$ cat src/rtl/ncpr_pkg.sv
// shared constants and types of the nand page-read host controller
package ncpr_pkg;
   // ************************************************************
   // clock and pin timing
   // ************************************************************
   localparam int CLK_NS = 100;
   localparam int T_WP_NS = 25;
   localparam int T_WHR_NS = 80;
   localparam int T_REA_NS = 25;
   localparam int T_REH_NS = 15;
   localparam int T_WB_NS = 100;
   localparam int SYNC_STAGES = 3;
   // least times round up, never below one cycle
   function automatic int min_cyc(input int ns);
      int c;
      c = (ns + CLK_NS - 1) / CLK_NS;
      return (c < 1) ? 1 : c;
   endfunction : min_cyc
   localparam int WP_CYC = min_cyc(T_WP_NS);
   localparam int HOLD_CYC = min_cyc(T_WHR_NS);
   // read strobe low long enough for data plus the input synchroniser
   localparam int RE_LOW_CYC = min_cyc(T_REA_NS) + SYNC_STAGES;
   localparam int RE_HIGH_CYC = min_cyc(T_REH_NS);
   localparam int WB_CYC = min_cyc(T_WB_NS) + SYNC_STAGES;
   localparam int CNT_W = 4;

   // ************************************************************
   // command codes and address layout
   // ************************************************************
   localparam logic [7:0] CMD_READ = 8'h00;
   localparam logic [7:0] CMD_READ_GO = 8'h30;
   localparam logic [7:0] CMD_STATUS = 8'h70;
   localparam logic [7:0] CMD_PLANE_SEL = 8'h06;
   localparam logic [7:0] CMD_OUT_GO = 8'he0;
   localparam int STAT_RDY_BIT = 6;
   localparam int COL_W = 12;
   localparam int ROW_W = 17;
   localparam int LEN_W = 12;
   localparam int ROW_PLANE_BIT = 6;
   localparam int ADDR_CYCLES = 5;

   // ************************************************************
   // sequencer types
   // ************************************************************
   typedef enum logic [4:0] {
      K_CMD = 5'b00001,
      K_ADDR = 5'b00010,
      K_WAIT = 5'b00100,
      K_READ = 5'b01000,
      K_END = 5'b10000
   } ncpr_kind_t;

   typedef struct packed {
      ncpr_kind_t kind;
      logic plane;
      logic [2:0] aidx;
      logic [7:0] code;
   } ncpr_step_t;

   typedef enum logic [4:0] {
      ST_IDLE = 5'b00001,
      ST_FETCH = 5'b00010,
      ST_WR = 5'b00100,
      ST_BUSY = 5'b01000,
      ST_RD = 5'b10000
   } ncpr_state_t;
endpackage : ncpr_pkg

$ cat src/rtl/ncpr_host.sv
// nand page-read host controller with its read-data fifo
`timescale 1ns/1ps
`default_nettype none

// ************************************************************
// fifo between the pin reader and the user
// ************************************************************
module ncpr_fifo #(
   parameter int WIDTH = 8,
   parameter int DEPTH = 16
) (
   input wire logic clk,
   input wire logic rst_n,
   input wire logic in_valid,
   input wire logic [WIDTH-1:0] in_data,
   output logic in_ready,
   output logic out_valid,
   output logic [WIDTH-1:0] out_data,
   input wire logic out_ready
);
   localparam int AW = $clog2(DEPTH);
   localparam logic [AW:0] FULL_CNT = (AW+1)'(DEPTH);
   logic [WIDTH-1:0] mem [DEPTH];
   logic [AW-1:0] wr_ptr;
   logic [AW-1:0] rd_ptr;
   logic [AW:0] count;
   logic push;
   logic pop;

   assign in_ready = (count != FULL_CNT);
   assign push = in_valid && in_ready;
   // output stage is a register so the consumer sees flop outputs
   assign pop = (count != '0) && (!out_valid || out_ready);

   always_ff @(posedge clk) begin
      if (push) begin
         mem[wr_ptr] <= in_data;
      end
   end

   always_ff @(posedge clk) begin
      if (!rst_n) begin
         wr_ptr <= '0;
         rd_ptr <= '0;
         count <= '0;
      end else begin
         if (push) begin
            wr_ptr <= (wr_ptr == AW'(DEPTH - 1)) ? '0 : wr_ptr + 1'b1;
         end
         if (pop) begin
            rd_ptr <= (rd_ptr == AW'(DEPTH - 1)) ? '0 : rd_ptr + 1'b1;
         end
         count <= count + (AW+1)'(push) - (AW+1)'(pop);
      end
   end

   always_ff @(posedge clk) begin
      if (!rst_n) begin
         out_valid <= 1'b0;
         out_data <= '0;
      end else if (pop) begin
         out_valid <= 1'b1;
         out_data <= mem[rd_ptr];
      end else if (out_ready) begin
         out_valid <= 1'b0;
      end
   end
endmodule : ncpr_fifo

// ************************************************************
// host sequencer
// ************************************************************
module ncpr_host #(
   parameter int FIFO_DEPTH = 16
) (
   input wire logic mclk,
   input wire logic rstn,
   input wire logic start,
   input wire logic two_plane,
   input wire logic poll_status,
   input wire logic [ncpr_pkg::ROW_W-1:0] row_addr,
   input wire logic [ncpr_pkg::COL_W-1:0] col_addr,
   input wire logic [ncpr_pkg::LEN_W-1:0] byte_count,
   output logic busy,
   output logic done,
   output logic dout_valid,
   output logic [7:0] dout_data,
   input wire logic dout_ready,
   output logic nand_ce_n,
   output logic nand_cle,
   output logic nand_ale,
   output logic nand_we_n,
   output logic nand_re_n,
   output logic [7:0] nand_io_out,
   output logic nand_io_oe,
   input wire logic [7:0] nand_io_in,
   input wire logic ready_busy_n
);
   import ncpr_pkg::*;

   ncpr_state_t state;
   logic [4:0] step;
   logic [CNT_W-1:0] cnt;
   logic re_hi;
   logic stat_mode;
   logic [LEN_W-1:0] rem;
   logic [LEN_W-1:0] len;
   logic [ROW_W-1:0] row;
   logic [COL_W-1:0] col;
   logic two;
   logic poll;
   logic [7:0] io_s1, io_s2, io_s3;
   logic rb_s1, rb_s2, rb_s3, rb_ready;
   logic f_valid;
   logic [7:0] f_data;
   logic f_ready;
   ncpr_step_t cur;

   // ************************************************************
   // step program
   // ************************************************************
   function automatic ncpr_step_t mk(input ncpr_kind_t k, input logic p,
                                     input logic [4:0] ai, input logic [7:0] c);
      ncpr_step_t r;
      r.kind = k;
      r.plane = p;
      r.aidx = ai[2:0];
      r.code = c;
      return r;
   endfunction : mk

   // only codes from the defined set ever appear here, 78h never does
   function automatic ncpr_step_t step_of(input logic tp, input logic [4:0] s);
      ncpr_step_t r;
      r = mk(K_END, 1'b0, 5'h00, 8'h00);
      if (!tp) begin
         if (s == 5'h00) r = mk(K_CMD, 1'b0, 5'h00, CMD_READ);
         else if (s <= 5'h05) r = mk(K_ADDR, 1'b0, s - 5'h01, 8'h00);
         else if (s == 5'h06) r = mk(K_CMD, 1'b0, 5'h00, CMD_READ_GO);
         else if (s == 5'h07) r = mk(K_WAIT, 1'b0, 5'h00, 8'h00);
         else if (s == 5'h08) r = mk(K_CMD, 1'b0, 5'h00, CMD_READ);
         else if (s == 5'h09) r = mk(K_READ, 1'b0, 5'h00, 8'h00);
      end else begin
         if (s == 5'h00) r = mk(K_CMD, 1'b0, 5'h00, CMD_READ);
         else if (s <= 5'h05) r = mk(K_ADDR, 1'b0, s - 5'h01, 8'h00);
         else if (s == 5'h06) r = mk(K_CMD, 1'b0, 5'h00, CMD_READ);
         else if (s <= 5'h0b) r = mk(K_ADDR, 1'b1, s - 5'h07, 8'h00);
         else if (s == 5'h0c) r = mk(K_CMD, 1'b0, 5'h00, CMD_READ_GO);
         else if (s == 5'h0d) r = mk(K_WAIT, 1'b0, 5'h00, 8'h00);
         else if (s == 5'h0e) r = mk(K_CMD, 1'b0, 5'h00, CMD_PLANE_SEL);
         else if (s <= 5'h13) r = mk(K_ADDR, 1'b0, s - 5'h0f, 8'h00);
         else if (s == 5'h14) r = mk(K_CMD, 1'b0, 5'h00, CMD_OUT_GO);
         else if (s == 5'h15) r = mk(K_READ, 1'b0, 5'h00, 8'h00);
         else if (s == 5'h16) r = mk(K_CMD, 1'b0, 5'h00, CMD_PLANE_SEL);
         else if (s <= 5'h1b) r = mk(K_ADDR, 1'b1, s - 5'h17, 8'h00);
         else if (s == 5'h1c) r = mk(K_CMD, 1'b0, 5'h00, CMD_OUT_GO);
         else if (s == 5'h1d) r = mk(K_READ, 1'b0, 5'h00, 8'h00);
      end
      return r;
   endfunction : step_of

   // column in two cycles, row in three, low-order bits first
   function automatic logic [7:0] addr_byte(input ncpr_step_t st);
      logic [ROW_W-1:0] r;
      logic [7:0] b;
      r = row;
      if (two) r[ROW_PLANE_BIT] = st.plane;
      unique case (st.aidx)
         3'h0: b = col[7:0];
         3'h1: b = {4'h0, col[11:8]};
         3'h2: b = r[7:0];
         3'h3: b = r[15:8];
         default: b = {7'h00, r[16]};
      endcase
      return b;
   endfunction : addr_byte

   assign cur = step_of(two, step);

   // ************************************************************
   // input synchronisers
   // ************************************************************
   always_ff @(posedge mclk) begin
      if (!rstn) begin
         io_s1 <= 8'h00;
         io_s2 <= 8'h00;
         io_s3 <= 8'h00;
         rb_s1 <= 1'b1;
         rb_s2 <= 1'b1;
         rb_s3 <= 1'b1;
         rb_ready <= 1'b1;
      end else begin
         io_s1 <= nand_io_in;
         io_s2 <= io_s1;
         io_s3 <= io_s2;
         rb_s1 <= ready_busy_n;
         rb_s2 <= rb_s1;
         rb_s3 <= rb_s2;
         if (rb_s2 == rb_s3) begin
            rb_ready <= rb_s3;
         end
      end
   end

   // ************************************************************
   // sequencer and pins
   // ************************************************************
   always_ff @(posedge mclk) begin
      if (!rstn) begin
         state <= ST_IDLE;
         step <= 5'h00;
         cnt <= '0;
         re_hi <= 1'b0;
         stat_mode <= 1'b0;
         rem <= '0;
         len <= '0;
         row <= '0;
         col <= '0;
         two <= 1'b0;
         poll <= 1'b0;
         busy <= 1'b0;
         done <= 1'b0;
         f_valid <= 1'b0;
         f_data <= 8'h00;
         nand_ce_n <= 1'b1;
         nand_cle <= 1'b0;
         nand_ale <= 1'b0;
         nand_we_n <= 1'b1;
         nand_re_n <= 1'b1;
         nand_io_out <= 8'h00;
         nand_io_oe <= 1'b0;
      end else begin
         done <= 1'b0;
         f_valid <= 1'b0;
         unique case (state)
            ST_IDLE: begin
               if (start) begin
                  two <= two_plane;
                  poll <= poll_status;
                  row <= row_addr;
                  col <= col_addr;
                  len <= byte_count;
                  step <= 5'h00;
                  busy <= 1'b1;
                  nand_ce_n <= 1'b0;
                  state <= ST_FETCH;
               end
            end
            ST_FETCH: begin
               cnt <= '0;
               unique case (cur.kind)
                  K_CMD, K_ADDR: begin
                     nand_cle <= (cur.kind == K_CMD);
                     nand_ale <= (cur.kind == K_ADDR);
                     nand_io_out <= (cur.kind == K_CMD) ? cur.code : addr_byte(cur);
                     nand_io_oe <= 1'b1;
                     nand_we_n <= 1'b0;
                     state <= ST_WR;
                  end
                  K_WAIT: begin
                     state <= ST_BUSY;
                  end
                  K_READ: begin
                     rem <= len;
                     re_hi <= 1'b0;
                     state <= ST_RD;
                  end
                  K_END: begin
                     nand_ce_n <= 1'b1;
                     busy <= 1'b0;
                     done <= 1'b1;
                     state <= ST_IDLE;
                  end
               endcase
            end
            ST_WR: begin
               cnt <= cnt + 1'b1;
               // bus value latched by the device on this rising edge
               if (cnt == CNT_W'(WP_CYC - 1)) begin
                  nand_we_n <= 1'b1;
               end
               if (cnt == CNT_W'(WP_CYC + HOLD_CYC - 1)) begin
                  nand_cle <= 1'b0;
                  nand_ale <= 1'b0;
                  nand_io_oe <= 1'b0;
                  cnt <= '0;
                  re_hi <= 1'b0;
                  if (stat_mode) begin
                     state <= ST_RD;
                  end else begin
                     step <= step + 5'h01;
                     state <= ST_FETCH;
                  end
               end
            end
            ST_BUSY: begin
               // rb may lag the confirm by the busy delay plus synchroniser
               if (cnt != CNT_W'(WB_CYC)) begin
                  cnt <= cnt + 1'b1;
               end else if (poll) begin
                  nand_cle <= 1'b1;
                  nand_io_out <= CMD_STATUS;
                  nand_io_oe <= 1'b1;
                  nand_we_n <= 1'b0;
                  stat_mode <= 1'b1;
                  cnt <= '0;
                  state <= ST_WR;
               end else if (rb_ready) begin
                  step <= step + 5'h01;
                  state <= ST_FETCH;
               end
            end
            ST_RD: begin
               if (re_hi) begin
                  cnt <= cnt + 1'b1;
                  if (cnt == CNT_W'(RE_HIGH_CYC - 1)) begin
                     re_hi <= 1'b0;
                  end
               end else if (nand_re_n) begin
                  if (!stat_mode && rem == '0) begin
                     step <= step + 5'h01;
                     state <= ST_FETCH;
                  end else if (stat_mode || f_ready) begin
                     // a data pulse starts only when the fifo has room, a status pulse at once
                     nand_re_n <= 1'b0;
                     cnt <= '0;
                  end
               end else if (cnt != CNT_W'(RE_LOW_CYC - 1)) begin
                  cnt <= cnt + 1'b1;
               end else if (io_s2 == io_s3) begin
                  nand_re_n <= 1'b1;
                  re_hi <= 1'b1;
                  cnt <= '0;
                  if (stat_mode) begin
                     // keep polling until loads report done
                     if (io_s3[STAT_RDY_BIT]) begin
                        stat_mode <= 1'b0;
                        step <= step + 5'h01;
                        state <= ST_FETCH;
                     end
                  end else begin
                     f_data <= io_s3;
                     f_valid <= 1'b1;
                     rem <= rem - 1'b1;
                  end
               end
            end
         endcase
      end
   end

   ncpr_fifo #(
      .WIDTH(8),
      .DEPTH(FIFO_DEPTH)
   ) u_fifo (
      .clk(mclk),
      .rst_n(rstn),
      .in_valid(f_valid),
      .in_data(f_data),
      .in_ready(f_ready),
      .out_valid(dout_valid),
      .out_data(dout_data),
      .out_ready(dout_ready)
   );
endmodule : ncpr_host

`default_nettype wire

$ cat config.mk
export PLATFORM = sky130hd
export DESIGN_NAME = ncpr_host
export DESIGN_NICKNAME = d
export VERILOG_FILES = /design/src/rtl/ncpr_pkg.sv /design/src/rtl/ncpr_host.sv
export SDC_FILE = /design/constraint.sdc
export NUM_CORES = 1
export LEC_CHECK = 0
export ABC_CLOCK_PERIOD_IN_PS = 3100
export BUFFER_PORTS_ARGS = -buffer_cell sky130_fd_sc_hd__buf_4
export CORE_MARGIN = 1
export CORE_UTILIZATION = 54
export CTS_CLUSTER_DIAMETER = 120
export CTS_CLUSTER_SIZE = 20
export DETAILED_ROUTE_END_ITERATION = 12
export GPL_TIMING_DRIVEN = 0
export PLACE_DENSITY = 0.72
export SLEW_MARGIN = 20
export SYNTH_ARGS = -nofsm -noshare
export SYNTH_HDL_FRONTEND = slang
export SYNTH_SLANG_ARGS = --single-unit
$ cat constraint.sdc
create_clock -name mclk -period 3.1 [get_ports mclk]
set_input_delay 0.775 -clock mclk [delete_from_list [all_inputs] [get_ports mclk]]
set_output_delay 0.775 -clock mclk [all_outputs]
set_load 0.02 [all_outputs]
==> results of run 1 <==
==> synthesized netlist by cell type, drive strengths merged, types with 7 or more instances <==
cell type / count
ha: 20
nand3: 60
edfxtp: 128
a21oi: 34
nand2b: 14
buf: 16
inv: 31
nor2: 90
mux4: 40
nor3: 24
nor4: 7
nand2: 94
o21ai: 79
and2: 29
a31oi: 9
xnor2: 13
mux2i: 26
dfxtp: 146
or3: 8
clkbuf: 48
==> where the power goes <==
group / switching [µW] / internal (µW) / total, µW
combinational: 962 / 877 / 1840
clock: 1140 / 1030 / 2170
sequential: 116 / 3930 / 4040
==> metal layers <==
| metal | wire length [µm] | vias up |
|---|---|---|
| met5 | 0 | - |
| met4 | 545 | 0 |
| met3 | 2080 | 37 |
| met2 | 13200 | 285 |
| met1 | 12400 | 4099 |
| li1 | - | 4004 |
==> stage by stage <==
| step | total power (µW) | hold WS, ps | TNS [ps] | worst slack (ps) |
|---|---|---|---|---|
| final | 8050 | 438 | 0 | 121 |
| after global routing | 8400 | 457 | 0 | 3.87 |
| after CTS | 8090 | 433 | 0 | 0.475 |
| after detailed placement | 5940 | 418 | -4810 | -716 |
| after global placement | 5900 | 418 | -5110 | -716 |
| after floorplan | 5390 | 386 | 0 | 54.0 |
==> worst reg2reg max path, stage by stage (launching register included) <==
cell and delay, ps:
dfxtp_2 440, inv_1 150, ha_2 290, nand2b_2 250
o21a_1 250, or4_1 610, and2_1 250, and3_1 200
a2111oi_2 360, nor2_1 80
==> flip-flops by register name, indices dropped and copies added (netlist names), 4 cells and up <==
register / cells
step: 5
state: 5
nand_io_out: 8
io_s3: 8
col: 12
cnt: 4
u_fifo.mem: 128
row: 17
u_fifo.count: 5
u_fifo.out_data: 8
u_fifo.wr_ptr: 4
u_fifo.rd_ptr: 4
io_s1: 8
io_s2: 8
len: 12
f_data: 8
rem: 12
==> cells by family after synthesis <==
| kind of cell | count (synthesis) | share of synthesized area, % |
|---|---|---|
| and+or+nand+nor | 371 | 15.5 |
| DFF | 274 | 57.2 |
| AOI/OAI and AO/OA | 190 | 10.2 |
| buffers and inverters | 96 | 3.46 |
| muxes | 67 | 9.91 |
| adders and majority gates | 21 | 2.28 |
| xor gates and xnor gates | 19 | 1.41 |
==> what timing repair did <==
action                     4_1_cts  5_1_grt
setup endpoints to repair       27       53
cloned                           0        0
gates resized for setup         19       22
buffers inserted                 1        0
pin swaps                        3        0
==> worst max path at each step <==
stage | start | end | slack, ps
2_1_floorplan | dout_ready | u_fifo.count[4] | 50
3_3_place_gp | step[0] | nand_io_out[2] | -720
3_5_place_dp | step[0] | nand_io_out[2] | -720
4_1_cts | step[1] | nand_io_out[6] | 0.5
5_1_grt | step[1] | nand_io_out[6] | 4
6_report | step[1] | nand_io_out[6] | 120
==> layout make-up <==
type | count | area [µm²] | area share [%]
Timing Repair Buffer | 81 | 608 | 4.53
Multi-Input combinational cell | 668 | 4790 | 35.7
Clock inverter | 1 | 8.76 | 0.0653
Sequential cell | 274 | 6770 | 50.5
Clock buffer | 26 | 459 | 3.42
Buffer | 62 | 313 | 2.33
Tap cell | 275 | 344 | 2.57
Inverter | 32 | 120 | 0.895
==> flow_metrics.py, run 1 <==
metrics = {
    "layout": {
        "final_common_cell": "dfxtp_1",
        "fin_nets": 1213,
        "instances_no_fill": 1419,
        "num-fill-cells": 1728,
        "layout-drive-gt1-share_pct": 17.0,
        "num_antenna_cells": 0,
        "syn_to_final_growth_pct": 13.4,
        "design_area_mm2": 0.0134,
        "final_cell_mix": "dfxtp_1, edfxtp_1, nand2_1, nor2_1, buf_4",
        "post-route-util_pct": 63.2,
    },
    "global_route": {
        "grt_use_total_pct": 25.5,
        "grt_pass1_vias": 7889,
        "met2_usage_pct": 40.1,
        "gr-max-usage-layer": "met2",
        "grt_pass1_wl_um": 43700,
        "use_met3_pct": 4.94,
        "grt_start_max_net_pins": 22,
        "antenna_found_initial": 0,
        "grt-ovfl-total": 0,
        "met1_usage_pct": 36.6,
    },
    "run": {
        "maxCapViolCount": 0,
    },
    "critical_path": {
        "slowest_delay_ps": 600,
        "critical_path.cell_chain": "inv_1 -> ha_2 -> nand2b_2 -> o21a_1 -> or4_1 -> and2_1 -> and3_1 -> a2111oi_2 -> nor2_1",
        "cp_num_cells": 9,
        "r2r-start": "step[1]",
        "slowest_stage": "or4_1",
        "critPathKind": "register to register",
        "r2r_setup_slack_ps": 120,
        "path_buf_inv": 1,
        "cp.required_ps": 3480,
        "timing.rr.end": "nand_io_out[6]",
        "reg2reg_depth": 9,
        "startpoint_type": "register",
        "critPathMaxFanout": 9,
        "worstPathArrival_ps": 3360,
        "endpoint_kind": "register",
        "cp_top_family": "simple AND/OR/NAND/NOR gates",
    },
    "logic_synthesis": {
        "synth_top_cells_by_area": "edfxtp_1, dfxtp_1, mux4_2",
        "yosys.area.top_type": "edfxtp_1",
        "syn_area_mm2": 0.0118,
        "yosysTopAreaCellShare_pct": 32.5,
        "synth_fp_nets": 1115,
        "syn_inst": 1038,
        "synthArstFlopShare_pct": 0,
        "synth_warnings": 0,
        "synth_area_per_cell_um2": 11.4,
        "synth_seq_area_share_pct": 57.2,
        "synth_ff_type": "dfxtp_1",
        "ys_types": 78,
        "synth_edf_count": 128,
        "synth_seq_cells": 274,
    },
    "placement": {
        "dp_cells": 1393,
        "dp_hpwl_um": 20000,
        "placed_area_mm2": 0.0128,
        "gp_congestion": 0.887,
        "io_buffers": 80,
    },
    "timing": {
        "max_slew_margin_pct": 32.2,
        "clock.fmax_mhz": 336,
        "finalSetupViolCount": 0,
        "fin_crit_sh_pct": 96.1,
        "clock_skew_ps": 16.0,
        "slew_viol_final": 0,
        "tightest_slew_ps": 1010,
        "fin_crit_ps": 2980,
        "rsz0062_at_grt": "no",
        "hold_violations": 0,
    },
    "drt": {
        "drt_pass1_iterations": 6,
        "vias": 8425,
        "wl_per_cell_um": 19.9,
        "drcViolationCount": 0,
        "drt-initial-drc-count": 586,
        "vias_per_cell": 5.94,
        "drtAntennaViolNets": 0,
        "routed_wl_um": 28200,
    },
    "clock_network": {
        "insertion_delay_ps": 500,
        "postCtsHoldBufs": 0,
        "numCtsBuffers": 17,
        "cts_sinks": 274,
        "htree_levels": 1,
        "path_clk_slew_ps": 90,
        "clk_path_buf_depth": 3,
        "cts_tree": "built",
        "root_buffer": "clkbuf_16",
    },
    "floorplanning": {
        "start_util_pct": 55.7,
        "die-width_um": 150,
        "core_area_mm2": 0.0212,
        "io_pins": 81,
        "dieArea_mm2": 0.0225,
        "num_rows": 53,
        "die_h_um": 150,
    },
    "power_and_ir_drop": {
        "ir_drop_uv": 357,
        "p_leak_uw": 0.00468,
        "powerDensity_mw_per_mm2": 600,
    },
    "hold_path": {
        "min_path_cells": 1,
        "min_from": "io_s1[2]",
        "hold_end": "io_s2[2]",
        "min_path_type": "register to register",
    },
    "outcome": {
        "outcome": "finished clean",
    },
}
No activity file was read; power rests on OpenSTA's default activity.
==> run 2, diff against run 1 <==
--- a/config.mk
+++ b/config.mk
@@ -13,8 +13,9 @@
 export CTS_CLUSTER_SIZE = 20
 export DETAILED_ROUTE_END_ITERATION = 12
 export GPL_TIMING_DRIVEN = 0
-export PLACE_DENSITY = 0.72
+export PLACE_DENSITY = 0.73
 export SLEW_MARGIN = 20
 export SYNTH_ARGS = -nofsm -noshare
 export SYNTH_HDL_FRONTEND = slang
+export SYNTH_HIERARCHICAL = 1
 export SYNTH_SLANG_ARGS = --single-unit
==> run 2 against run 1 <==
Effect of this change:
- core utilization grew 0.32 points
- cell area up 0.82%
- flip-flop and latch count unchanged
- synthesized cell count is the same
==> flow_metrics.py, run 2 <==
metrics = {
    "layout": {
        "largest_reg_flops": 128,
        "final_cell_mix": "dfxtp_1, edfxtp_1, nand2_1, buf_4, nor2_1",
        "final_common_cell": "dfxtp_1",
        "reg_top3": "u_fifo/mem x128, row x17",
        "design_area_mm2": 0.0135,
        "layout-drive-gt1-share_pct": 17.8,
        "largest-register": "u_fifo/mem",
        "num_antenna_cells": 0,
        "fin_nets": 1225,
        "syn_to_final_growth_pct": 13.8,
    },
    "clock_network": {
        "path_clk_slew_ps": 90,
        "root_buffer": "clkbuf_16",
        "numCtsBuffers": 17,
        "cts_tree": "built",
        "clk_path_buf_depth": 3,
        "insertion_delay_ps": 500,
        "cts_sinks": 274,
        "postCtsHoldBufs": 0,
        "htree_levels": 1,
    },
    "logic_synthesis": {
        "synth_top_cells_by_area": "edfxtp_1, dfxtp_1, mux4_2",
        "synth_area_per_cell_um2": 11.4,
        "yosysTopAreaCellShare_pct": 32.4,
        "synth_seq_area_share_pct": 57.0,
        "syn_inst": 1038,
        "synth_ff_type": "dfxtp_1",
        "synth_fp_nets": 1115,
        "synthArstFlopShare_pct": 0,
        "syn_area_mm2": 0.0119,
        "synth_common_cells": "dfxtp_1, edfxtp_1, nand2_1, nor2_1, a21oi_1",
        "synth.most_common_cell": "dfxtp_1",
        "yosys.area.top_type": "edfxtp_1",
        "ys_types": 81,
        "synth_seq_cells": 274,
        "synth_warnings": 6,
        "synth_edf_count": 128,
    },
    "floorplanning": {
        "die-width_um": 150,
        "core_area_mm2": 0.0213,
        "dieArea_mm2": 0.0226,
        "num_rows": 53,
        "die_h_um": 150,
        "io_pins": 81,
        "start_util_pct": 55.8,
    },
    "critical_path": {
        "crit_path_frequent_cell": "or4_4",
        "worstPathArrival_ps": 3460,
        "critPathMaxFanout": 5,
        "critPathKind": "register to register",
        "r2r_setup_slack_ps": 90,
        "reg2reg_depth": 9,
        "endpoint_kind": "register",
        "cp.required_ps": 3550,
        "slowest_delay_ps": 560,
        "timing.rr.end": "step[4]",
        "startpoint_type": "register",
        "r2r-start": "rem[0]",
        "slowest_stage": "or4_4",
        "crit_start": "rem[0]",
        "critical_path.cell_chain": "inv_1 -> ha_2 -> or3b_4 -> or4_4 -> or4_4 -> a21oi_4 -> o21ai_4 -> or4_1 -> a21oi_2",
    },
    "drt": {
        "routed_wl_um": 26900,
        "drt_pass1_iterations": 6,
        "drt-initial-drc-count": 710,
        "vias": 8391,
        "drtAntennaViolNets": 0,
        "vias_per_cell": 5.85,
        "wl_per_cell_um": 18.8,
        "drcViolationCount": 0,
    },
    "timing": {
        "tightest_slew_ps": 801,
        "clock.fmax_mhz": 332,
        "finalSetupTns_ps": 0,
        "finalSetupViolCount": 0,
        "clock_skew_ps": 17.8,
        "max_slew_margin_pct": 46.3,
        "fin_crit_ps": 3010,
        "fin_crit_sh_pct": 97.2,
        "slew_viol_final": 0,
        "hold_violations": 0,
    },
    "outcome": {
        "outcome": "finished clean",
    },
    "power_and_ir_drop": {
        "powerDensity_mw_per_mm2": 597,
        "ir_drop_uv": 390,
        "p_int_uw": 5840,
        "switching_share_pct": 27.7,
        "p_switching_uw": 2240,
        "p_clk_share_pct": 27.4,
        "p_leak_uw": 0.00480,
        "pwr-share-seq_pct": 49.7,
        "combPwrFrac_pct": 23.0,
    },
    "placement": {
        "io_buffers": 80,
        "dp_hpwl_um": 18500,
        "gp_congestion": 0.946,
        "placed_area_mm2": 0.0128,
    },
    "hold_path": {
        "min_from": "rb_s1",
        "min_path_cells": 1,
        "min_path_type": "register to register",
        "hold_end": "rb_s2",
    },
    "global_route": {
        "grt_use_total_pct": 24.2,
        "grt_start_max_net_pins": 22,
        "grt_pass1_vias": 7841,
        "grt_pass1_wl_um": 42200,
        "grt-ovfl-total": 0,
        "antenna_found_initial": 0,
    },
    "run": {
        "maxCapViolCount": 0,
    },
}
==> run 2: cell types whose count changed after synthesis, sizes merged, moves of 8 or more <==
cell	before	now
a21oi	34	82
mux2i	26	34
nand2	94	124
nand3	60	31
o21ai	79	29
o31ai	4	14
xnor2	13	4
==> run 2: repair_timing <==
action / CTS / global route
pin swaps: 0 / 7
buffers inserted: 0 / 13
gates resized for setup: 8 / 27
endpoints found under the setup margin: 12 / 26
==> run 2: worst max path at each step <==
stage / to / cells after the start
2_1_floorplan: step[4] / 9
3_3_place_gp: nand_io_out[5] / 10
3_5_place_dp: nand_io_out[5] / 10
4_1_cts: nand_io_out[5] / 10
5_1_grt: step[2] / 10
6_report: step[4] / 9
==> run 2: critical path, delay by kind of cell, from the launching register on <==
kind,cells,cell delay [ps]
AND/OR/NAND/NOR,4,1900
AO/OA/AOI/OAI,3,440
flip-flops,1,330
adder cells (fa/ha/maj),1,190
buffers and inverters,1,80
==> run 2: cell families after synthesis <==
logic type / Yosys count / share of synthesized area (%)
AO/OA/AOI/OAI: 206 / 11.3
XOR/XNOR: 16 / 1.18
adder cells (fa/ha/maj): 22 / 2.36
buffers and inverters: 95 / 3.84
flip-flops: 274 / 57.0
multiplexers: 71 / 9.88
AND/OR/NAND/NOR: 354 / 14.5
==> run 2: routing by layer <==
metal	GRT usage, %	vias up	routed length, µm
met2	40.6	254	13200
met4	4.44	0	264
li1	-	4035	-
met3	2.76	27	1580
met1	34.3	4075	11900
met5	0	-	0
==> run 2: metrics by stage <==
step / total power, µW / utilization (%) / std cells / hold slack (ps) / setup WS, ps
2_1_floorplan: 5350 / - / 1038 / 386 / 306
5_1_grt: 8440 / 63.5 / 1434 / 438 / -24.2
3_3_place_gp: 5820 / 60.3 / 1393 / 393 / -384
6_report: 8070 / 63.5 / 1434 / 404 / 87.6
4_1_cts: 8050 / 62.8 / 1423 / 404 / -124
3_5_place_dp: 5860 / 60.3 / 1393 / 397 / -340
==> run 2: power groups by stage <==
stage                     Combinational [µW]  Clock (µW)  Sequential [µW]
final                                   1850        2210             4010
after global routing                    2010        2400             4030
after CTS                               1790        2250             4010
after detailed placement                1770           0             4090
after global placement                  1740           0             4080
after floorplan                         1220           0             4140
==> run 2: area by class of cell <==
type / count / area, µm²
plain buffers: 61 / 337
clock buffers: 28 / 467
clock inverters: 2 / 17.5
fillers: 1694 / 7760
inverters: 32 / 120
multi-input cells: 669 / 4770
flip-flops and latches: 274 / 6770
well taps: 275 / 344
repair buffers: 93 / 698
==> run 3, diff against run 2 <==
--- a/config.mk
+++ b/config.mk
@@ -5,13 +5,13 @@
 export SDC_FILE = /design/constraint.sdc
 export NUM_CORES = 1
 export LEC_CHECK = 0
-export ABC_CLOCK_PERIOD_IN_PS = 3100
-export BUFFER_PORTS_ARGS = -buffer_cell sky130_fd_sc_hd__buf_4
-export CORE_MARGIN = 1
-export CORE_UTILIZATION = 54
+export ABC_CLOCK_PERIOD_IN_PS = 2500
+export CORE_MARGIN = 2
+export CORE_UTILIZATION = 57
 export CTS_CLUSTER_DIAMETER = 120
 export CTS_CLUSTER_SIZE = 20
 export DETAILED_ROUTE_END_ITERATION = 12
+export DONT_BUFFER_PORTS = 1
 export GPL_TIMING_DRIVEN = 0
 export PLACE_DENSITY = 0.73
 export SLEW_MARGIN = 20
==> constraint.sdc (replaced) <==
create_clock -name mclk -period 2.5 [get_ports mclk]
set_input_delay 0.625 -clock mclk [delete_from_list [all_inputs] [get_ports mclk]]
set_output_delay 0.625 -clock mclk [all_outputs]
set_load 0.02 [all_outputs]
==> run 3 against run 2 <==
Effect of this change:
- the run now ends with setup timing left
- cell area is 0.51% higher
- count of clock-buffer cells in the layout shrank 2
- worst setup slack worse by 340 ps
- sequential power up 27%
- critical path type unchanged
==> flow_metrics.py, run 3 (synthesized netlist as in run 2, its figures left out) <==
metrics = {
    "layout": {
        "reg_top3": "u_fifo/mem x128, row x17",
        "largest_reg_flops": 128,
        "final_cell_mix": "dfxtp_1, edfxtp_1, nand2_1, nor2_1, a21oi_1",
        "layout-drive-gt1-share_pct": 19.4,
        "num_antenna_cells": 0,
        "post-route-util_pct": 66.7,
        "fin_nets": 1171,
        "final_common_cell": "dfxtp_1",
        "design_area_mm2": 0.0136,
        "largest-register": "u_fifo/mem",
        "syn_to_final_growth_pct": 14.4,
        "instances_no_fill": 1373,
    },
    "placement": {
        "dp_hpwl_um": 18500,
        "dp_cells": 1308,
        "io_buffers": 0,
        "placed_area_mm2": 0.0123,
        "gp_congestion": 0.953,
    },
    "hold_path": {
        "min_path_type": "input port to register",
    },
    "floorplanning": {
        "die-width_um": 148,
        "num_rows": 52,
        "start_util_pct": 58.3,
        "io_pins": 81,
        "dieArea_mm2": 0.0220,
        "core_area_mm2": 0.0204,
        "die_h_um": 148,
    },
    "global_route": {
        "grt_use_total_pct": 24.5,
        "grt_pass1_wl_um": 42500,
        "grt_pass1_vias": 7850,
        "grt_start_max_net_pins": 22,
        "antenna_found_initial": 0,
        "grt-ovfl-total": 0,
    },
    "timing": {
        "fin_crit_sh_pct": 110,
        "fin_crit_ps": 2750,
        "rsz0062_at_grt": "yes",
        "finalSetupViolCount": 19,
        "clock_skew_ps": 16.4,
        "fin_ws_ps": -254,
        "clock.fmax_mhz": 363,
        "slew_viol_final": 0,
        "max_slew_margin_pct": 46.0,
        "tightest_slew_ps": 807,
        "hold_violations": 0,
    },
    "clock_network": {
        "clk_path_buf_depth": 3,
        "cts_sinks": 274,
        "htree_levels": 1,
        "numCtsBuffers": 17,
        "insertion_delay_ps": 500,
        "root_buffer": "clkbuf_16",
        "path_clk_slew_ps": 90,
        "cts_tree": "built",
    },
    "critical_path": {
        "endpoint_kind": "register",
        "startpoint_type": "register",
        "crit_path_frequent_cell": "or4_4",
        "path_buf_inv": 2,
        "cp_top_family": "simple AND/OR/NAND/NOR gates",
        "slowest_delay_ps": 450,
        "worstPathArrival_ps": 3130,
        "critPathKind": "register to register",
        "cp.required_ps": 2880,
        "critPathMaxFanout": 3,
        "critical_path.cell_chain": "inv_2 -> ha_4 -> or3b_4 -> or4_4 -> or4_4 -> a21oi_4 -> buf_4 -> nor2_2 -> o211ai_1 -> o31ai_1",
        "slowest_stage": "or4_4",
    },
    "outcome": {
        "violations": "setup timing",
        "outcome": "finished, violations left",
    },
    "power_and_ir_drop": {
        "powerDensity_mw_per_mm2": 747,
        "finalPower_uw": 10100,
        "p_leak_uw": 0.00463,
        "ir_drop_uv": 542,
    },
    "drt": {
        "drcViolationCount": 0,
        "drtAntennaViolNets": 0,
        "drt_pass1_iterations": 6,
        "vias": 8238,
        "routed_wl_um": 27600,
        "wl_per_cell_um": 20.1,
        "vias_per_cell": 6.00,
        "drt-initial-drc-count": 555,
    },
    "run": {
        "maxCapViolCount": 0,
    },
}
run 3: per-stage QoR:
stage / TNS, ps / worst slack (ps) / hold slack, ps
floorplan: -455 / -199 / 386
global placement: -24350 / -610 / 415
detailed placement: -16560 / -596 / 419
CTS: -1430 / -199 / 216
global route: -3760 / -309 / 206
finish: -1350 / -254 / 230
run 3: final timing paths:
| check | end | start | slack, ps | cells past startpoint |
|---|---|---|---|---|
| max reg2reg | state[3] | rem[0] | -250 | 10 |
| min reg2reg | io_s2[4] | io_s1[4] | 430 | 1 |
| min | state[0] | start | 230 | 1 |
| max | state[3] | rem[0] | -250 | 10 |
run 3: metal layers:
| layer | up-vias | global-route usage, % | routed length, µm |
|---|---|---|---|
| met5 | - | 0 | 0 |
| met4 | 0 | 7.52 | 802 |
| met3 | 54 | 4.42 | 1530 |
| li1 | 3909 | - | - |
| met2 | 272 | 43.0 | 13700 |
| met1 | 4003 | 31.1 | 11500 |
run 3: power breakdown:
part | total, µW | switching [µW] | internal (µW)
Combinational | 2370 | 1190 | 1170
Sequential | 5080 | 240 | 4840
Clock | 2700 | 1410 | 1290
run 3: timing repair:
item                       4_1_cts  5_1_grt
buffers inserted                26       15
setup endpoints to repair       73       56
hold endpoints to repair         0        0
gates cloned                     0        2
pin swaps                       19       25
hold buffers                     0        0
gates resized for setup         48       59
run 3: cell type report:
cell class / count / area, µm²
sequential: 274 / 6780
fill: 1514 / 6770
multi-input combinational: 669 / 5120
clock buffer: 26 / 459
timing repair buffer: 43 / 382
buffer: 57 / 359
tap: 270 / 338
inverter: 32 / 134
clock inverter: 2 / 17.5
